`src/pkg/msc_consts.svh`:
```
`ifndef MSC_CONSTS_SVH
`define MSC_CONSTS_SVH

// ==========================================================================
// register offsets (byte addresses)
`define MSC_OFS_NET_CTRL  8'h00
`define MSC_OFS_NET_CFG   8'h04
`define MSC_OFS_CNT_FIRST 8'h10
`define MSC_OFS_CNT_LAST  8'h2c

// ==========================================================================
// control and configuration fields
`define MSC_CTRL_RX_EN_BIT    2
`define MSC_CTRL_STAT_WE_BIT  7
`define MSC_CFG_BIG_FRAME_BIT 8
`define MSC_CTRL_MASK         32'h0000_0084
`define MSC_CFG_MASK          32'h0000_0100
`define MSC_CTRL_RESET        32'h0000_0000
`define MSC_CFG_RESET         32'h0000_0000
`define MSC_CNT_RESET         24'h00_0000

// ==========================================================================
// counter widths as masks
`define MSC_MASK_24 24'hff_ffff
`define MSC_MASK_16 24'h00_ffff
`define MSC_MASK_8  24'h00_00ff

// ==========================================================================
// frame length limits in bytes, collision limits
`define MSC_LEN_MIN     14'h0040
`define MSC_LEN_MAX     14'h05ee
`define MSC_LEN_MAX_BIG 14'h0600
`define MSC_COLL_ONE    5'h01
`define MSC_COLL_TWO    5'h02
`define MSC_COLL_MAX_OK 5'h0f

`endif

```
`src/pkg/msc_pkg.sv`:
```
package msc_pkg;

  // ========================================================================
  // counter slots, in address order from the first counter offset
  typedef enum logic [2:0] {
    CNT_TX_OK     = 3'b000,
    CNT_SINGLE    = 3'b001,
    CNT_MULTI     = 3'b010,
    CNT_RX_OK     = 3'b011,
    CNT_CRC       = 3'b100,
    CNT_ALIGN     = 3'b101,
    CNT_DEFERRED  = 3'b110,
    CNT_LATE_COLL = 3'b111
  } msc_cnt_t;

  // ========================================================================
  // bus answer phase
  typedef enum logic {
    ST_IDLE = 1'b0,
    ST_ACK  = 1'b1
  } msc_apb_state_t;

endpackage

```
`src/hw/msc_stat_counters.sv`:
```
// The register offsets and the APB interface to the registers were decided locally.
`timescale 1ns/1ns
`include "msc_consts.svh"
module msc_stat_counters
  import msc_pkg::*;
(
  input  wire logic        pclk,
  input  wire logic        presetn,
  input  wire logic        psel,
  input  wire logic        penable,
  input  wire logic        pwrite,
  input  wire logic [7:0]  paddr,
  input  wire logic [31:0] pwdata,
  output logic      [31:0] prdata,
  output logic             pready,
  output logic             pslverr,
  input  wire logic        tx_done,
  input  wire logic        tx_underrun,
  input  wire logic        tx_retry_exceeded,
  input  wire logic [4:0]  tx_coll_count,
  input  wire logic        tx_late_coll,
  input  wire logic        tx_deferred,
  input  wire logic        rx_done,
  input  wire logic [13:0] rx_len,
  input  wire logic        rx_fractional,
  input  wire logic        rx_crc_bad,
  input  wire logic        rx_symbol_err,
  input  wire logic        rx_addr_match,
  input  wire logic        rx_copied
);

  // ========================================================================
  // helpers
  function automatic logic [23:0] cnt_mask(input logic [2:0] idx);
    unique case (idx)
      CNT_TX_OK, CNT_RX_OK:             cnt_mask = `MSC_MASK_24;
      CNT_SINGLE, CNT_MULTI, CNT_DEFERRED: cnt_mask = `MSC_MASK_16;
      CNT_CRC, CNT_ALIGN, CNT_LATE_COLL: cnt_mask = `MSC_MASK_8;
    endcase
  endfunction

  // sticks at the counter's own all-ones value instead of wrapping
  function automatic logic [23:0] sat_inc(input logic [23:0] val, input logic [2:0] idx);
    if (val == cnt_mask(idx))
    begin
      sat_inc = val;
    end
    else
    begin
      sat_inc = val + 24'h00_0001;
    end
  endfunction

  // ========================================================================
  // state
  msc_apb_state_t state_q;
  msc_apb_state_t state_d;
  logic [31:0]    ctrl_q;
  logic [31:0]    ctrl_d;
  logic [31:0]    cfg_q;
  logic [31:0]    cfg_d;
  logic [23:0]    cnt_q [8];
  logic [23:0]    cnt_d [8];
  logic [31:0]    prdata_q;
  logic [31:0]    prdata_d;
  logic           pready_q;
  logic           pready_d;
  logic           pslverr_q;
  logic           pslverr_d;

  // ========================================================================
  // bus decode
  logic        acc;
  logic        cnt_sel;
  logic        ctrl_sel;
  logic        cfg_sel;
  logic        mapped;
  logic [5:0]  word_idx;
  logic [2:0]  cnt_idx;
  logic        rd_clr;
  logic        cnt_wr;
  logic [31:0] rd_val;

  // one wait state: the action happens on the first access edge, pready follows
  assign acc      = psel & penable & (state_q == ST_IDLE);
  assign ctrl_sel = (paddr == `MSC_OFS_NET_CTRL);
  assign cfg_sel  = (paddr == `MSC_OFS_NET_CFG);
  assign cnt_sel  = (paddr >= `MSC_OFS_CNT_FIRST) && (paddr <= `MSC_OFS_CNT_LAST)
                    && (paddr[1:0] == 2'b00);
  assign mapped   = ctrl_sel | cfg_sel | cnt_sel;
  // paddr[7:2] is already a word number, so the base is taken in words too
  assign word_idx = paddr[7:2] - 6'(`MSC_OFS_CNT_FIRST >> 2);
  assign cnt_idx  = word_idx[2:0];
  assign rd_clr   = acc & ~pwrite & cnt_sel;
  assign cnt_wr   = acc & pwrite & cnt_sel & ctrl_q[`MSC_CTRL_STAT_WE_BIT];

  always_comb
  begin
    rd_val = 32'h0000_0000;
    if (cnt_sel)
    begin
      rd_val = {8'h00, cnt_q[cnt_idx] & cnt_mask(cnt_idx)};
    end
    else if (ctrl_sel)
    begin
      rd_val = ctrl_q;
    end
    else if (cfg_sel)
    begin
      rd_val = cfg_q;
    end
  end

  // the access phase is still up while the answer stands; it must not act twice
  always_comb
  begin
    unique case (state_q)
      ST_IDLE: state_d = acc ? ST_ACK : ST_IDLE;
      ST_ACK:  state_d = ST_IDLE;
    endcase
  end

  always_ff @(posedge pclk or negedge presetn)
  begin
    if (!presetn)
    begin
      state_q <= ST_IDLE;
    end
    else
    begin
      state_q <= state_d;
    end
  end

  // read data stands only in the answer cycle, so an idle bus shows zero
  always_comb
  begin
    pready_d  = acc;
    pslverr_d = acc & ~mapped;
    prdata_d  = prdata_q;
    if (acc & ~pwrite)
    begin
      prdata_d = rd_val;
    end
    else if (pready_q)
    begin
      prdata_d = 32'h0000_0000;
    end
  end

  always_ff @(posedge pclk or negedge presetn)
  begin
    if (!presetn)
    begin
      pready_q  <= 1'b0;
      pslverr_q <= 1'b0;
      prdata_q  <= 32'h0000_0000;
    end
    else
    begin
      pready_q  <= pready_d;
      pslverr_q <= pslverr_d;
      prdata_q  <= prdata_d;
    end
  end

  assign prdata  = prdata_q;
  assign pready  = pready_q;
  assign pslverr = pslverr_q;

  // ========================================================================
  // control and configuration
  always_comb
  begin
    ctrl_d = ctrl_q;
    cfg_d  = cfg_q;
    if (acc & pwrite & ctrl_sel)
    begin
      // bits with no function are dropped so they read back as zero
      ctrl_d = pwdata & `MSC_CTRL_MASK;
    end
    if (acc & pwrite & cfg_sel)
    begin
      cfg_d = pwdata & `MSC_CFG_MASK;
    end
  end

  always_ff @(posedge pclk or negedge presetn)
  begin
    if (!presetn)
    begin
      ctrl_q <= `MSC_CTRL_RESET;
      cfg_q  <= `MSC_CFG_RESET;
    end
    else
    begin
      ctrl_q <= ctrl_d;
      cfg_q  <= cfg_d;
    end
  end

  // ========================================================================
  // frame qualification
  logic [4:0]  coll_total;
  logic        tx_clean;
  logic        tx_ok;
  logic        tx_single;
  logic        tx_multi;
  logic        tx_defer;
  logic        tx_late;
  logic [13:0] len_max;
  logic        len_ok;
  logic        rx_bad;
  logic        rx_en;
  logic        rx_good;
  logic        rx_whole_err;
  logic        rx_frac_err;
  logic [7:0]  inc;

  // late collision is folded into the collision total so it is counted twice
  assign coll_total = tx_coll_count + {4'h0, tx_late_coll};
  // an underrun frame touches no counter at all
  assign tx_clean  = tx_done & ~tx_underrun;
  assign tx_ok     = tx_clean & ~tx_retry_exceeded;
  assign tx_single = tx_ok & (coll_total == `MSC_COLL_ONE);
  assign tx_multi  = tx_ok & (coll_total >= `MSC_COLL_TWO)
                     & (coll_total <= `MSC_COLL_MAX_OK);
  // any collision, a late one too, keeps a frame out of the deferral count, except 31 plus a late one, whose 5-bit total wraps to zero
  assign tx_defer  = tx_clean & tx_deferred & (coll_total == 5'h00);
  // collision after the 512-bit slot time is flagged by the transmitter
  assign tx_late   = tx_clean & tx_late_coll;
  assign len_max = cfg_q[`MSC_CFG_BIG_FRAME_BIT] ? `MSC_LEN_MAX_BIG : `MSC_LEN_MAX;
  assign len_ok  = (rx_len >= `MSC_LEN_MIN) && (rx_len <= len_max);
  // a symbol error lands where a bad CRC of the same byte alignment would
  assign rx_bad  = rx_crc_bad | rx_symbol_err;
  assign rx_en   = rx_done & ctrl_q[`MSC_CTRL_RX_EN_BIT];
  assign rx_good      = rx_en & len_ok & ~rx_bad & ~rx_fractional
                        & rx_addr_match & rx_copied;
  assign rx_whole_err = rx_en & len_ok & ~rx_fractional & rx_bad;
  assign rx_frac_err  = rx_en & len_ok & rx_fractional & rx_bad;

  always_comb
  begin
    inc = 8'h00;
    inc[CNT_TX_OK]     = tx_ok;
    inc[CNT_SINGLE]    = tx_single;
    inc[CNT_MULTI]     = tx_multi;
    inc[CNT_DEFERRED]  = tx_defer;
    inc[CNT_LATE_COLL] = tx_late;
    inc[CNT_RX_OK]     = rx_good;
    inc[CNT_CRC]       = rx_whole_err;
    inc[CNT_ALIGN]     = rx_frac_err;
  end

  // ========================================================================
  // counters
  // software write beats a same-cycle event; an event and a clear in the same cycle leave a count of one
  logic [7:0] cnt_hit;
  logic [7:0] cnt_load;
  logic [7:0] cnt_clr;

  always_comb
  begin
    for (int i = 0; i < 8; i++)
    begin
      cnt_hit[i]  = (cnt_idx == 3'(i));
      cnt_load[i] = cnt_wr & cnt_hit[i];
      cnt_clr[i]  = rd_clr & cnt_hit[i];
    end
  end

  always_comb
  begin
    for (int i = 0; i < 8; i++)
    begin
      cnt_d[i] = cnt_q[i];
      if (cnt_load[i])
      begin
        cnt_d[i] = pwdata[23:0] & cnt_mask(3'(i));
      end
      else if (inc[i])
      begin
        if (cnt_clr[i])
        begin
          // the read returns the old value, so this event must not be lost
          cnt_d[i] = 24'h00_0001;
        end
        else
        begin
          cnt_d[i] = sat_inc(cnt_q[i], 3'(i));
        end
      end
      else if (cnt_clr[i])
      begin
        cnt_d[i] = `MSC_CNT_RESET;
      end
    end
  end

  always_ff @(posedge pclk or negedge presetn)
  begin
    if (!presetn)
    begin
      for (int i = 0; i < 8; i++)
      begin
        cnt_q[i] <= `MSC_CNT_RESET;
      end
    end
    else
    begin
      for (int i = 0; i < 8; i++)
      begin
        cnt_q[i] <= cnt_d[i];
      end
    end
  end

endmodule

```
`config.mk`:
```
export PLATFORM = sky130hd
export DESIGN_NAME = msc_stat_counters
export DESIGN_NICKNAME = d
export VERILOG_FILES = /design/src/pkg/msc_pkg.sv /design/src/hw/msc_stat_counters.sv
export VERILOG_INCLUDE_DIRS = /design/src /design/src/pkg
export SDC_FILE = /design/constraint.sdc
export NUM_CORES = 1
export LEC_CHECK = 0
export ABC_AREA = 1
export BUFFER_PORTS_ARGS = -buffer_cell sky130_fd_sc_hd__buf_2
export CORE_MARGIN = 2
export CORE_UTILIZATION = 55
export CTS_CLUSTER_DIAMETER = 40
export DETAILED_ROUTE_END_ITERATION = 12
export PLACE_DENSITY_LB_ADDON = 0.05
export SYNTH_ARGS = -nofsm -noshare
export SYNTH_HDL_FRONTEND = slang
export SYNTH_SLANG_ARGS = --single-unit
```
`constraint.sdc`:
```
create_clock -name pclk -period 2.8 [get_ports pclk]
set_input_delay 0 -clock pclk [delete_from_list [all_inputs] [get_ports pclk]]
set_output_delay 0 -clock pclk [all_outputs]
set_load 0.02 [all_outputs]
```
== Yosys cells after proc, flatten, opt, wreduce, memory -nomap -nowiden ==
Memories as Yosys holds them, arrays and structs flattened.
Cells that the tools add are included.
Word-level totals
  flip-flop bits (word level): 230
  latch bits: 0
  bits in writable memories: 0
  memory bits (read-only): 128
  input port bits: 75
  output and inout bits: 34
  logic and storage cells: 229
  memories kept: 1
Operators by class
  $add $sub $neg: 10
  $mul: 0
  divide/modulo/power cells: 0
  $lt $le $gt $ge: 7
  equality and inequality tests: 25
  shifts and indexed selects: 0
  multiplexer cells: 84
  bitwise logic cells: 64
  reductions and logical operators: 24
Memories
  (no name shown): depth 8, bits a word 16, read ports 1, clocked after memory_dff 0, wr ports 0, line msc_stat_counters.sv:35  | unique case (idx)
Operators with widths (count)
  $mux W24: 75
  $and A24 B24 Y24: 9
  $add A24 B1 Y24 const B: 8
  $eq A24 B24 Y1: 8
  $mux W32: 4
  $bmux W24 S3: 1
  $and A1 B1 Y1: 44
  $ne A3 B3 Y1 const B: 8
  $reduce_bool A3 Y1: 8
  $reduce_and A2 Y1: 8
  $ge A14 B7 Y1 const B: 1
  $le A14 B11 Y1: 1
  $eq A3 B3 Y1 const B: 4
  $mux W10: 1
  $mux W9: 1
  $eq A8 B3 Y1 const B: 1
  $ge A8 B5 Y1 const B: 1
  $le A8 B6 Y1 const B: 1
  $logic_not A8 Y1: 1
  $not A1 Y1: 7
  $eq A3 B2 Y1 const B: 2
  $add A5 B1 Y5: 1
  $eq A5 B1 Y1 const B: 1
  $ge A5 B2 Y1 const B: 1
  13 further kinds: 17

== Longest topological paths before layout ==
  depth after elaboration: 15
  depth in mapped cells: 16
  depth with buffers taken out: 16

== Least setup slack after synthesis ==
No wires, ideal clock.
  path kind: register -> register
  start point: reg cfg_q[8]
  end point: reg cnt_q[117] (netlist name)
  setup time: 0.113 ns
  arrival: 2.222 ns
  data required time: 2.687 ns
  setup slack: 0.466 ns
  stages on the path, launching flop included: 14
  path buffers: 1
  clock period less this slack: 2.334 ns
  cells stage by stage: dfrtp_1 ha_1 or2_2 nand2_1 nand2_1 nand2_1 nand2_1 nand2_1 nand4_1 o21ai_2 buf_2 nand3_1 nand2_1 inv_1
Between the ends
  word-level cells in the longest chain between the ends: 10
  elaborated cells between the ends (all ways): 12
  those cells by class: order compare: 1; mux: 3; bitwise: 5; reduce/logical: 3
RTL lines
  from (decl): line msc_stat_counters.sv:60  | logic [31:0] cfg_q;
  from (signal assigned): line msc_stat_counters.sv:193  | cfg_q <= `MSC_CFG_RESET;
  from (signal assigned): line msc_stat_counters.sv:198  | cfg_q <= cfg_d;
  $mux W10 (no line) *
  $le A14 B11 Y1 *: line msc_stat_counters.sv:233  | assign len_ok = (rx_len >= `MSC_LEN_MIN) && (rx_len <= len_max);
  $logic_and A1 B1 Y1 *: line msc_stat_counters.sv:233
  $and A1 B1 Y1 * (3 in series): line msc_stat_counters.sv:237  | assign rx_good = rx_en & len_ok & ~rx_bad & ~rx_fractional
  $and A1 B1 Y1 * (2 in series): line msc_stat_counters.sv:238  | & rx_addr_match & rx_copied;
  $reduce_bool A3 Y1 (no line) / $mux W24 (equally long branches)
  $reduce_and A2 Y1 (no line) / $mux W24 (equally long branches)
  to (signal, indexed assignment): line msc_stat_counters.sv:306  | cnt_q[i] <= `MSC_CNT_RESET;
  to (signal, indexed assignment): line msc_stat_counters.sv:313  | cnt_q[i] <= cnt_d[i];
  to (decl): line msc_stat_counters.sv:62  | logic [23:0] cnt_q [8];
Mark *: on every way between the ends. The rest lies on a longest branch, timed or not.
A chain may end at the register's enable or synchronous reset.

== Worst setup path after layout ==
  start point: reg cfg_q[8]
  end point: reg cnt_q[98] (netlist name)
The elaborated chain is that of the path after synthesis.

==> impl_metrics.json <==
{
  "cts_htree_levels": 2,
  "intPower_mw": 7.33,
  "crit_chain": "inv_1 -> ha_1 -> nand2_1 -> nor3_1 -> nand4_1 -> nand2_1 -> nand4_1 -> o21ai_2 -> buf_4 -> nand3_1 -> nand2_1 -> inv_1",
  "p_per_area_nw_per_um2": 533,
  "final.min_clock_period_ns": 2.63,
  "cp_data_arrival_time_ns": 3.06,
  "clock_latency_ns": 0.56,
  "power.leakage_nw": 8.98,
  "synth_warnings": 0,
  "grt_max_degree": 92,
  "clockRootBuffer": "clkbuf_16",
  "skew_ns": 0.0334,
  "finalMaxSlewViolations": 0,
  "drt-met1-wl_mm": 24.9,
  "netlist_instances": 2487,
  "r2r_end": "cnt_q[98]",
  "synth.avg_cell_area_um2": 6.63,
  "drtAntennaViolNets": 0,
  "wl_met2_mm": 27.4,
  "hold_depth": 6,
  "grt_pass1_wl_mm": 94.3,
  "min_from": "paddr[7]",
  "areaGrowthSynthToFinish_pct": 17.3,
  "cap_violations": 0,
  "drt-initial-drc-count": 2177,
  "cts_setup_buffers": 0,
  "fin_setup_tns_ns": 0,
  "tightest_slew_ns": 1.14,
  "die_w_um": 177,
  "routed_wl_mm": 61.3,
  "rsz0062_at_grt": "false",
  "coreArea_um2": 29600,
  "hold_end": "prdata[8]",
  "numCtsBuffers": 45,
  "cpMaxStageDelayCell": "dfrtp_2",
  "timing.final.crit_share_pct": 93.9,
  "drc_errors": 0,
  "cts.path.max_buffers": 3,
  "hpwlAfterDp_mm": 45.5,
  "layout-drive-gt1-share_pct": 10.5,
  "ys.flop_type": "dfrtp_1",
  "hold_path.class": "in2reg",
  "reg2reg_depth": 12,
  "die_h_um": 177,
  "path_max_fanout": 9,
  "slew_headroom_pct": 23.7,
  "yosys.area_share.simple_pct": 35.1,
  "synth_cell_types": 57,
  "fp.dieArea_um2": 31400,
  "ios": 109,
  "overflow": 0,
  "r2r_slack_ns": 0.17,
  "synth_top_family_by_area": "simple AND/OR/NAND/NOR gates",
  "synth_edf_count": 0,
  "clock_sinks": 221,
  "met3_length_mm": 5.40,
  "track_usage_pct": 38.9,
  "critical_path.max_stage_delay_ns": 0.48,
  "sw_frac_of_total_pct": 29.0,
  "pwr-share-clk_pct": 52.5,
  "seq_area_frac_synth_pct": 33.5,
  "muxShareOfSynthArea_pct": 0,
  "port_buffers": 92,
  "clock.fmax_ghz": 0.380,
  "clkSlewWorstSetupHoldPaths_ns": 0.06,
  "synth_xor_area_share_pct": 5.36,
  "final_core_util_pct": 65.4,
  "antenna_found_initial": 1,
  "first_pass_iters": 7,
  "synth_adder_area_share_pct": 1.67,
  "hold_violations": 0,
  "end_kind": "flip-flop",
  "layout_commonest_cell": "nand2_1",
  "worst_path_dominant_cell_family": "simple AND/OR/NAND/NOR gates",
  "p_comb_share_pct": 11.9,
  "worstReg2RegStart": "cfg_q[8]",
  "peakVddDrop_v": 0.000533,
  "num_vias": 18200,
  "synth_compound_area_share_pct": 14.0,
  "rows": 63,
  "final_cell_mix": "nand2_1, inv_1, nand3_1",
  "gp_congestion": 1.01,
  "path_buf_inv": 3,
  "synth_seq_cells": 221,
  "viasPerCell": 5.95,
  "avgRoutedWirePerCell_um": 20.1,
  "required_ns": 3.23,
  "async_flop_share_pct": 100,
  "startpoint_type": "flip-flop",
  "switching_power_mw": 2.99,
  "final_nets": 2727,
  "crit_top_cell": "nand2_1",
  "dr.max_layer_used": "met4",
  "syn_area_um2": 16500,
  "setup_violations": 0,
  "power_frac_seq_pct": 35.6,
  "cts_tree": "done",
  "start_util_pct": 55.8,
  "grt_pass1_vias": 17100,
  "outcome": "complete, no violations",
  "critPathKind": "reg2reg"
}
cell usage after synthesis, types with 4 or more instances:
cell	count	area, um2
a21oi_1	88	440
a22oi_1	11	82.6
a31oi_1	9	56.3
buf_2	19	95.1
buf_4	12	90.1
buf_6	6	67.6
clkbuf_1	51	191
clkinv_1	4	15.0
dfrtp_1	221	5530
ha_1	22	275
inv_1	307	1150
inv_2	16	60.1
nand2_1	578	2170
nand2_2	11	68.8
nand3_1	246	1230
nand3b_1	9	67.6
nand4_1	68	425
nor2_1	242	908
nor2_2	9	56.3
nor3_1	84	420
nor4_1	33	206
o211ai_1	38	285
o21ai_0	192	961
o21ai_1	23	115
o22ai_1	39	244
or2_1	5	31.3
or2_2	4	25.0
xnor2_1	14	123
xor2_1	87	762
layer usage:
layer  vias up  track usage (%)
met3       209             7.32
met4         0             21.0
met2       952             60.8
met5         -                0
li1       8560                -
met1      8480             50.9
logic make-up (layout without fill, tap and decap cells):
kind of cell / Yosys count / in the layout
and+or+nand+nor: 1308 / 1308
buffers and inverters: 419 / 591
AOI/OAI and AO/OA: 415 / 415
DFF: 221 / 221
xor gates and xnor gates: 101 / 101
adders and majority gates: 22 / 22
other: 1 / 9
power by group through the flow:
stage	Clock (mW)	Sequential, mW	Combinational [mW]
6_report	5.42	3.67	1.23
5_1_grt	5.61	3.69	1.35
4_1_cts	5.44	3.66	1.20
3_5_place_dp	0	3.71	1.15
3_3_place_gp	0	3.71	1.12
2_1_floorplan	0	3.61	0.734
through the flow:
step | cell area [um2] | std cells | total power, mW | setup WS, ns | hold WS [ns]
6_report | 19300 | 3057 | 10.3 | 0.171 | 0.0120
2_1_floorplan | 16500 | 2494 | 4.35 | 0.466 | -0.296
3_3_place_gp | 17400 | 2937 | 4.83 | 0.211 | 0.0559
3_5_place_dp | 17400 | 2937 | 4.86 | 0.100 | 0.0640
4_1_cts | 19300 | 3056 | 10.3 | 0.106 | 0.00355
5_1_grt | 19300 | 3057 | 10.6 | 0.00563 | 0.0491
how the worst max path moves through the flow:
| stage | startpoint | end | cells past startpoint |
|---|---|---|---|
| after floorplan | cfg_q[8] | cnt_q[117] | 13 |
| after global placement | cfg_q[8] | cnt_q[105] | 13 |
| after detailed placement | cfg_q[8] | cnt_q[105] | 13 |
| after CTS | cfg_q[8] | cnt_q[105] | 13 |
| after global routing | cnt_q[96] | cnt_q[99] | 12 |
| final | cfg_q[8] | cnt_q[98] | 12 |
what timing repair did:
item,in CTS,in global routing
endpoints found under the hold margin,175,0
endpoints found under the setup margin,0,26
resized for setup,0,5
hold buffers,36,0
registers in the layout, indices dropped and copies added, names as in the netlist:
signal / count
cnt_q: 192
pslverr: 1
pready: 1
ctrl_q: 2
cfg_q: 1
prdata: 24
worst reg2reg max path, delay by kind of cell, from the launching register on:
kind	cells	cell delay [ns]
adders and majority gates	1	0.28
DFF	1	0.48
and+or+nand+nor	7	1.04
AOI/OAI and AO/OA	1	0.37
buffers and inverters	3	0.36
final cells by class:
class / count / area [um2]
diodes: 1 / 2.50
repair buffers: 180 / 1250
flip-flops and latches: 221 / 5530
clock buffers: 62 / 1300
multi-input cells: 1854 / 9310
clock inverters: 21 / 223
fillers: 2694 / 10200
well taps: 390 / 488
inverters: 328 / 1230
Note: power is estimated with default switching activity, not from simulation.
